File: src/pin_cfg_pkg.sv
// Package: register map, field layout and pad modes of the remote pin configuration block
package pin_cfg_pkg;
    localparam int ADDR_W = 8;
    localparam int DATA_W = 8;
    localparam int NUM_PINS = 5;
    localparam logic [7:0] OFS_PAIR_ONE_TWO = 8'h1e;
    localparam logic [7:0] OFS_PIN_THREE = 8'h1f;
    localparam logic [7:0] OFS_PAIR_FIVE_SIX = 8'h20;
    localparam logic [7:0] CFG_RESET = 8'h00;
    // Nibble field positions
    localparam int FLD_PAD_ENABLE = 0;
    localparam int FLD_DIRECTION = 1;
    localparam int FLD_REMOTE_CTRL = 2;
    localparam int FLD_LOCAL_VALUE = 3;
    localparam int NIBBLE_W = 4;
    localparam logic [3:0] PIN_THREE_WMASK = 4'hf;
    // Pin indexes in the pin vectors: 0=pin1 1=pin2 2=pin3 3=pin5 4=pin6
    localparam int IDX_ONE = 0;
    localparam int IDX_TWO = 1;
    localparam int IDX_THREE = 2;
    localparam int IDX_FIVE = 3;
    localparam int IDX_SIX = 4;
    localparam int NUM_ALT = 3;

    typedef enum logic [1:0] {
        PAD_FUNC_OUT = 2'b00,
        PAD_GP_OUT = 2'b01,
        PAD_HIGH_Z = 2'b10,
        PAD_GP_IN = 2'b11
    } pad_mode_type;

    typedef struct packed {
        logic local_value;
        logic remote_ctrl;
        logic direction;
        logic pad_enable;
    } pin_cfg_type;

    typedef struct packed {
        logic [ADDR_W-1:0] addr;
        logic [DATA_W-1:0] wdata;
        logic wr;
        logic rd;
    } reg_req_type;

    typedef struct packed {
        logic [NUM_PINS-1:0] out;
        logic [NUM_PINS-1:0] oe;
        logic [NUM_PINS-1:0] gp_mode;
    } pad_drive_type;
endpackage : pin_cfg_pkg

File: src/remote_value_hold.sv
// Holds the last pin values received from the link, one flop per pin
`timescale 1ns/100ps
`default_nettype none
module remote_value_hold #(
    parameter int WIDTH = 5
) (
    input wire logic ref_clk,
    input wire logic resetn,
    input wire logic clk_en,
    input wire logic [WIDTH-1:0] link_value,
    input wire logic link_valid,
    output logic [WIDTH-1:0] held_value
);
    typedef struct packed {
        logic [WIDTH-1:0] value;
    } hold_state_type;

    hold_state_type state_q;
    hold_state_type state_d;

    // Elaboration-time guard: a zero-width hold has nothing to store
    if (WIDTH < 1) begin : g_bad_width
        $error("remote_value_hold: WIDTH must be at least one");
    end

    always_comb begin
        state_d = state_q;
        if (link_valid) begin
            state_d.value = link_value;
        end
    end

    always_ff @(posedge ref_clk) begin
        if (!resetn) begin
            state_q <= '0;
        end else if (clk_en) begin
            state_q <= state_d;
        end
    end

    assign held_value = state_q.value;
endmodule : remote_value_hold
`default_nettype wire

File: src/pad_mode_decode.sv
// Per-pin pad decode: mode code, output enable and driven value
`timescale 1ns/100ps
`default_nettype none
module pad_mode_decode
    import pin_cfg_pkg::*;
(
    input wire pin_cfg_pkg::pin_cfg_type cfg,
    input wire logic remote_value,
    output pin_cfg_pkg::pad_mode_type mode,
    output logic oe,
    output logic out,
    output logic gp_mode
);
    always_comb begin
        mode = pad_mode_type'({cfg.direction, cfg.pad_enable});
        oe = 1'b0;
        out = 1'b0;
        gp_mode = 1'b0;
        if (cfg.remote_ctrl) begin
            // Remote control forces output regardless of the mode code
            oe = 1'b1;
            gp_mode = 1'b1;
            out = remote_value;
        end else begin
            // Remote value is not looked at on this branch
            case (mode)
                PAD_FUNC_OUT: begin
                    oe = 1'b1;
                end
                PAD_HIGH_Z: begin
                    oe = 1'b0;
                end
                PAD_GP_OUT: begin
                    oe = 1'b1;
                    gp_mode = 1'b1;
                    out = cfg.local_value;
                end
                PAD_GP_IN: begin
                    gp_mode = 1'b1;
                end
                default: begin
                    oe = 1'b0;
                end
            endcase
        end
    end
endmodule : pad_mode_decode
`default_nettype wire

File: src/remote_gpio_pin_config.sv
// Top: configuration registers and pad control for pins 1, 2, 3, 5 and 6
`timescale 1ns/100ps
`default_nettype none

////////////////////////////////////////////////////////////////////////////////
module remote_gpio_pin_config
    import pin_cfg_pkg::*;
#(
    parameter int PINS = 5
) (
    input wire logic ref_clk,
    input wire logic resetn,
    input wire logic clk_en,
    input wire pin_cfg_pkg::reg_req_type reg_req,
    output logic [7:0] reg_rdata,
    input wire logic second_port_select,
    input wire logic [4:0] link_pin_value,
    input wire logic link_pin_valid,
    input wire logic [4:0] pin_in,
    output pin_cfg_pkg::pad_drive_type primary_pad,
    output pin_cfg_pkg::pad_drive_type alt_pad,
    output logic [4:0] pin_in_value
);
    import pin_cfg_pkg::*;

    // Elaboration-time guard: the register map only serves five pins
    if (PINS != NUM_PINS) begin : g_bad_pins
        $error("remote_gpio_pin_config: PINS must equal five");
    end

    ////////////////////////////////////////////////////////////////////////////
    typedef struct packed {
        logic [7:0] pair_one_two;
        logic [3:0] pin_three;
        logic [7:0] pair_five_six;
        logic [7:0] rdata;
        pad_drive_type primary;
        pad_drive_type alt;
        logic [4:0] in_value;
    } top_state_type;

    top_state_type state_q;
    top_state_type state_d;

    pin_cfg_type [NUM_PINS-1:0] cfg;
    logic [NUM_PINS-1:0] held_remote;
    logic [NUM_PINS-1:0] dec_oe;
    logic [NUM_PINS-1:0] dec_out;
    logic [NUM_PINS-1:0] dec_gp;
    pad_mode_type [NUM_PINS-1:0] dec_mode;

    ////////////////////////////////////////////////////////////////////////////
    // Field layout of each pin within the stored registers
    assign cfg[IDX_ONE] = pin_cfg_type'(state_q.pair_one_two[3:0]);
    assign cfg[IDX_TWO] = pin_cfg_type'(state_q.pair_one_two[7:4]);
    assign cfg[IDX_THREE] = pin_cfg_type'(state_q.pin_three);
    assign cfg[IDX_FIVE] = pin_cfg_type'(state_q.pair_five_six[3:0]);
    assign cfg[IDX_SIX] = pin_cfg_type'(state_q.pair_five_six[7:4]);

    remote_value_hold #(
        .WIDTH(NUM_PINS)
    ) u_hold (
        .ref_clk(ref_clk),
        .resetn(resetn),
        .clk_en(clk_en),
        .link_value(link_pin_value),
        .link_valid(link_pin_valid),
        .held_value(held_remote)
    );

    for (genvar i = 0; i < NUM_PINS; i++) begin : g_pin
        pad_mode_decode u_dec (
            .cfg(cfg[i]),
            .remote_value(held_remote[i]),
            .mode(dec_mode[i]),
            .oe(dec_oe[i]),
            .out(dec_out[i]),
            .gp_mode(dec_gp[i])
        );
    end

    ////////////////////////////////////////////////////////////////////////////
    always_comb begin
        state_d = state_q;
        // Register writes; reserved bits of 1Fh are not stored
        if (reg_req.wr) begin
            case (reg_req.addr)
                OFS_PAIR_ONE_TWO: state_d.pair_one_two = reg_req.wdata;
                OFS_PIN_THREE: state_d.pin_three = reg_req.wdata[3:0] & PIN_THREE_WMASK;
                OFS_PAIR_FIVE_SIX: state_d.pair_five_six = reg_req.wdata;
                default: state_d.pair_one_two = state_q.pair_one_two;
            endcase
        end
        // Read data stands only in the cycle after the strobe
        state_d.rdata = 8'h00;
        if (reg_req.rd) begin
            case (reg_req.addr)
                OFS_PAIR_ONE_TWO: state_d.rdata = state_q.pair_one_two;
                OFS_PIN_THREE: state_d.rdata = {4'h0, state_q.pin_three};
                OFS_PAIR_FIVE_SIX: state_d.rdata = state_q.pair_five_six;
                default: state_d.rdata = 8'h00;
            endcase
        end
        // Pads: pins 1-3 go to one port only; pins 5 and 6 always primary
        state_d.primary = '0;
        state_d.alt = '0;
        for (int p = 0; p < NUM_PINS; p++) begin
            if (p < NUM_ALT && second_port_select) begin
                state_d.alt.out[p] = dec_out[p];
                state_d.alt.oe[p] = dec_oe[p];
                state_d.alt.gp_mode[p] = dec_gp[p];
            end else begin
                state_d.primary.out[p] = dec_out[p];
                state_d.primary.oe[p] = dec_oe[p];
                state_d.primary.gp_mode[p] = dec_gp[p];
            end
        end
        // Input sample only in general-purpose input mode
        for (int p = 0; p < NUM_PINS; p++) begin
            state_d.in_value[p] = (dec_mode[p] == PAD_GP_IN && !cfg[p].remote_ctrl) ? pin_in[p] : 1'b0;
        end
    end

    always_ff @(posedge ref_clk) begin
        if (!resetn) begin
            state_q <= '0;
        end else if (clk_en) begin
            state_q <= state_d;
        end
    end

    assign reg_rdata = state_q.rdata;
    assign primary_pad = state_q.primary;
    assign alt_pad = state_q.alt;
    assign pin_in_value = state_q.in_value;

    ////////////////////////////////////////////////////////////////////////////
    a_reset_zero_cfg: assert property (@(posedge ref_clk) !resetn |=>
        (state_q.pair_one_two == CFG_RESET && state_q.pin_three == 4'h0 && state_q.pair_five_six == CFG_RESET))
        else $error("config not zero after reset");

    a_write_one_two: assert property (@(posedge ref_clk) disable iff (!resetn)
        (clk_en && reg_req.wr && reg_req.addr == OFS_PAIR_ONE_TWO) |=> state_q.pair_one_two == $past(reg_req.wdata))
        else $error("1Eh write not stored");

    a_reserved_read_zero: assert property (@(posedge ref_clk) disable iff (!resetn)
        (clk_en && reg_req.rd && reg_req.addr == OFS_PIN_THREE) |=> reg_rdata[7:4] == 4'h0)
        else $error("1Fh reserved bits not zero");

    a_alt_port_steer: assert property (@(posedge ref_clk) disable iff (!resetn)
        (clk_en && second_port_select) |=> (primary_pad.oe[2:0] == 3'b000 && alt_pad.oe[2:0] == $past(dec_oe[2:0])))
        else $error("pins 1-3 not steered to alternate port");

    a_local_value_drive: assert property (@(posedge ref_clk) disable iff (!resetn)
        (clk_en && !second_port_select && !cfg[IDX_FIVE].remote_ctrl && cfg[IDX_FIVE].direction == 1'b0
        && cfg[IDX_FIVE].pad_enable) |=> primary_pad.out[IDX_FIVE] == $past(cfg[IDX_FIVE].local_value))
        else $error("pin 5 local value not driven");

    a_remote_forces_out: assert property (@(posedge ref_clk) disable iff (!resetn)
        (clk_en && cfg[IDX_SIX].remote_ctrl) |=> (primary_pad.oe[IDX_SIX] && primary_pad.out[IDX_SIX] == $past(held_remote[IDX_SIX])))
        else $error("remote control did not drive pin 6");

    a_remote_ignored: assert property (@(posedge ref_clk) disable iff (!resetn)
        (clk_en && !cfg[IDX_SIX].remote_ctrl && !cfg[IDX_SIX].pad_enable) |=> primary_pad.out[IDX_SIX] == 1'b0)
        else $error("link value leaked to pin 6");

    a_high_z_mode: assert property (@(posedge ref_clk) disable iff (!resetn)
        (clk_en && !cfg[IDX_FIVE].remote_ctrl && dec_mode[IDX_FIVE] == PAD_HIGH_Z) |=> !primary_pad.oe[IDX_FIVE])
        else $error("pin 5 drives in high impedance mode");

    a_gp_input_mode: assert property (@(posedge ref_clk) disable iff (!resetn)
        (clk_en && !cfg[IDX_SIX].remote_ctrl && cfg[IDX_SIX].direction && cfg[IDX_SIX].pad_enable)
        |=> (!primary_pad.oe[IDX_SIX] && primary_pad.gp_mode[IDX_SIX]))
        else $error("pin 6 input mode drives");

    a_remote_update: assert property (@(posedge ref_clk) disable iff (!resetn)
        (clk_en && link_pin_valid && cfg[IDX_FIVE].remote_ctrl) ##1 (clk_en && cfg[IDX_FIVE].remote_ctrl)
        |=> primary_pad.out[IDX_FIVE] == $past(link_pin_value[IDX_FIVE], 2))
        else $error("remote value not applied two cycles on");
endmodule : remote_gpio_pin_config
`default_nettype wire

File: config.mk
export PLATFORM = sky130hd
export DESIGN_NAME = remote_gpio_pin_config
export DESIGN_NICKNAME = d
export VERILOG_FILES = /design/src/pin_cfg_pkg.sv /design/src/remote_value_hold.sv /design/src/pad_mode_decode.sv /design/src/remote_gpio_pin_config.sv
export SDC_FILE = /design/constraint.sdc
export NUM_CORES = 1
export LEC_CHECK = 0
export BUFFER_PORTS_ARGS = -buffer_cell sky130_fd_sc_hd__buf_2
export CORE_MARGIN = 3
export CORE_UTILIZATION = 31
export CTS_CLUSTER_SIZE = 14
export DETAILED_ROUTE_END_ITERATION = 6
export PLACE_DENSITY = 0.58
export SLEW_MARGIN = 15
export SYNTH_ARGS = -nofsm -noshare
export SYNTH_HDL_FRONTEND = slang
export SYNTH_SLANG_ARGS = --single-unit
File: constraint.sdc
create_clock -name ref_clk -period 1.4 [get_ports ref_clk]
set_clock_uncertainty 0.2 [all_clocks]
set_input_delay 0.21 -clock ref_clk [delete_from_list [all_inputs] [get_ports ref_clk]]
set_output_delay 0.21 -clock ref_clk [all_outputs]
set_load 0.02 [all_outputs]
==> impl_metrics.py <==
metrics = {
    "die": {
        "fp.coreArea_mm2": 0.00789,
        "io_pins": 76,
        "die_w_um": 97.1,
        "initial_core_util_pct": 32.6,
        "die_area_mm2": 0.00942,
        "die_h_um": 97.1,
        "row_count": 32,
    },
    "sta": {
        "relSlewSlack_pct": 66.5,
        "finalSetupTns_ns": 0,
        "setup_violations": 0,
        "worst_pin_slew_ns": 0.496,
        "min_period_over_period_pct": 93.5,
        "setup_ws_ns": 0.0914,
        "fin_crit_ns": 1.31,
        "whs_ns": 0.0115,
        "slew_violations": 0,
        "hold_violations": 0,
        "fmax_ghz": 0.764,
        "rsz0062_at_grt": "false",
    },
    "yosys": {
        "synth_ff_type": "dfxtp_1",
        "synth-compound-area-share_pct": 14.4,
        "synth_top_family_by_area": "simple AND/OR/NAND/NOR gates",
        "synth-edff-count": 0,
        "synth-seq-cells": 62,
        "synth.area.mux_share_pct": 9.34,
        "yosys.area_share.adder_pct": 0,
        "post_synth_xor_area_fraction_pct": 0,
        "syn_inst": 276,
        "netlist_area_mm2": 0.00257,
        "yosys.area_share.simple_pct": 23.0,
        "avgSynthCellArea_um2": 9.32,
        "synth_cell_types": 31,
        "synthArstFlopShare_pct": 0,
        "seq_area_frac_synth_pct": 48.3,
        "yosys_warnings": 0,
    },
    "detailed_routing": {
        "wirelength_mm": 6.88,
        "drt-wirelength-per-cell_um": 14.1,
        "dr.pass1.iters": 4,
        "vias": 2317,
        "drt_iter0_markers": 124,
        "via_per_inst": 4.74,
        "drc": 0,
        "antenna_left": 0,
    },
    "finish": {
        "stdcell_area_mm2": 0.00360,
        "seqCellArea_mm2": 0.00124,
        "drive_above_1_share_pct": 30.2,
        "antenna_cells": 0,
        "utilization_pct": 45.7,
        "fin_cells": 489,
        "nFillCells": 771,
        "area_growth_pct": 40.0,
        "multi_input_area_mm2": 0.00123,
        "nets": 415,
    },
    "setup_path": {
        "path_max_fanout": 2,
        "worst_setup_path_start_kind": "register",
        "cpLargestDelayFamily": "flip-flops",
        "cp_data_required_time_ns": 0.99,
        "crit_type": "reg2out",
        "crit_arrival_ns": 0.90,
        "slowest_stage": "dfxtp_1",
        "cp_num_buf_inv": 1,
        "cp-end-kind": "primary output",
        "crit_path_max_incr_delay_ns": 0.38,
        "r2r_setup_slack_ns": 0.10,
        "crit_chain": "buf_2",
    },
    "power_and_ir_drop": {
        "power_density_mw_per_mm2": 1030,
        "p_clk_share_pct": 41.8,
        "power.internal_mw": 2.87,
        "p_sw_share_pct": 22.8,
        "share_comb_of_total_power_pct": 9.6,
        "p_switching_mw": 0.847,
        "total_power_mw": 3.72,
        "ir_drop_v": 0.000622,
        "seqPwrFrac_pct": 48.6,
        "leakagePower_nw": 1.59,
    },
    "clock_tree": {
        "clock_path_buffers": 2,
        "cts_root_buf": "clkbuf_8",
        "cts_tree": "done",
        "clk_pin_slew_ns": 0.07,
        "cts_sinks": 62,
        "clock_latency_ns": 0.33,
        "cts_made_buffers": 9,
        "cts_max_level": 3,
    },
    "global_route": {
        "grt_pass1_vias": 2216,
        "grt_pass1_wl_mm": 11.2,
        "grt_max_degree": 33,
        "antenna_found_initial": 0,
        "grt_usage_pct": 14.6,
        "grt-ovfl-total": 0,
    },
    "run_status": {
        "status": "complete, no violations",
    },
    "placed_design": {
        "placed_cells": 458,
        "place.gp.congestion": 0.772,
        "dpl-instance-area_mm2": 0.00325,
        "port_buffers": 69,
        "dp_slack_ns": -0.217,
        "dp_hpwl_mm": 5.15,
    },
    "min_path": {
        "hold_class": "in2reg",
    },
    "run": {
        "maxCapViolCount": 0,
    },
}
## layout by cell type (no fill, tap or decap), types with 11 or more instances in the layout
cell type      instances
buf_2                 69
dfxtp_1               62
nand2_1               49
mux2i_1               24
nor2_1                21
buf_4                 21
a21oi_1               20
dlygate4sd3_1         15
a2bb2oi_1             12
clkbuf_8              11
## cell usage after synthesis, types with 2 or more instances
| cell | count | share of area, % |
|---|---|---|
| dfxtp_1 | 62 | 48 |
| nand2_1 | 49 | 7.2 |
| mux2i_1 | 24 | 9.3 |
| nor2_1 | 21 | 3.1 |
| a21oi_1 | 20 | 3.9 |
| a2bb2oi_1 | 12 | 4.1 |
| clkbuf_1 | 9 | 1.3 |
| a221o_1 | 8 | 3.1 |
| nand3_1 | 7 | 1.4 |
| a21o_1 | 6 | 1.8 |
| buf_4 | 6 | 1.8 |
| nor2b_1 | 6 | 1.5 |
| nor4_1 | 6 | 1.5 |
| nand4_1 | 5 | 1.2 |
| a211oi_1 | 4 | 1.2 |
| and2_1 | 4 | 0.97 |
| nand4bb_1 | 4 | 1.8 |
| buf_1 | 3 | 0.44 |
| buf_2 | 3 | 0.58 |
| and3_1 | 2 | 0.49 |
| inv_1 | 2 | 0.29 |
| nand2b_1 | 2 | 0.49 |
| nor4bb_1 | 2 | 0.78 |
| o21ai_0 | 2 | 0.39 |
## cell type report
class | instances | area share [%]
Tap cell | 102 | 3.54
Sequential cell | 62 | 34.5
Multi-Input combinational cell | 195 | 34.2
Clock inverter | 4 | 1.25
Inverter | 2 | 0.208
Timing Repair Buffer | 112 | 22.0
Clock buffer | 12 | 4.31
## kinds of logic (layout without fill, tap and decap cells)
kind of cell           after synthesis  in the layout
DFF                                 62             62
other                                1              6
buffers and inverters               24            130
AOI/OAI and AO/OA                   52             52
and+or+nand+nor                    113            113
muxes                               24             24
## power by group through the flow
stage / clock network, mW / logic, mW / registers, mW
detailed placement: 0 / 0.326 / 1.84
global route: 1.68 / 0.389 / 1.81
global placement: 0 / 0.323 / 1.84
CTS: 1.59 / 0.360 / 1.80
floorplan: 0 / 0.154 / 1.86
finish: 1.55 / 0.357 / 1.80
## worst paths after layout
path,start,endpoint,cells past startpoint
max,primary_pad[8],primary_pad[8],1
min,reg_req[2],cfg[0],3
max reg2reg,cfg[16],primary_pad[14],3
min reg2reg,u_hold.held_value[1],u_hold.held_value[1],2
## repair_timing
| action | CTS | global route |
|---|---|---|
| gates resized for setup | 0 | 0 |
| endpoints found under the hold margin | 18 | 0 |
| hold buffers | 15 | 0 |
| buffers inserted | 0 | 0 |
| setup endpoints to repair | 0 | 0 |
## metal layers
| layer | track usage (%) | up-vias | wire [um] |
|---|---|---|---|
| met1 | 19.1 | 1061 | 3200 |
| met4 | 2.92 | 0 | 36 |
| met5 | 0 | - | 0 |
| met3 | 4.95 | 5 | 400 |
| met2 | 23.6 | 67 | 3240 |
| li1 | - | 1184 | - |
## state kept, by name, summed over array words and instances, names as in the netlist
name	cells
pin_in_value	5
primary_pad	15
u_hold.held_value	5
alt_pad	9
cfg	20
reg_rdata	8
No activity file was read; power rests on OpenSTA's default activity.
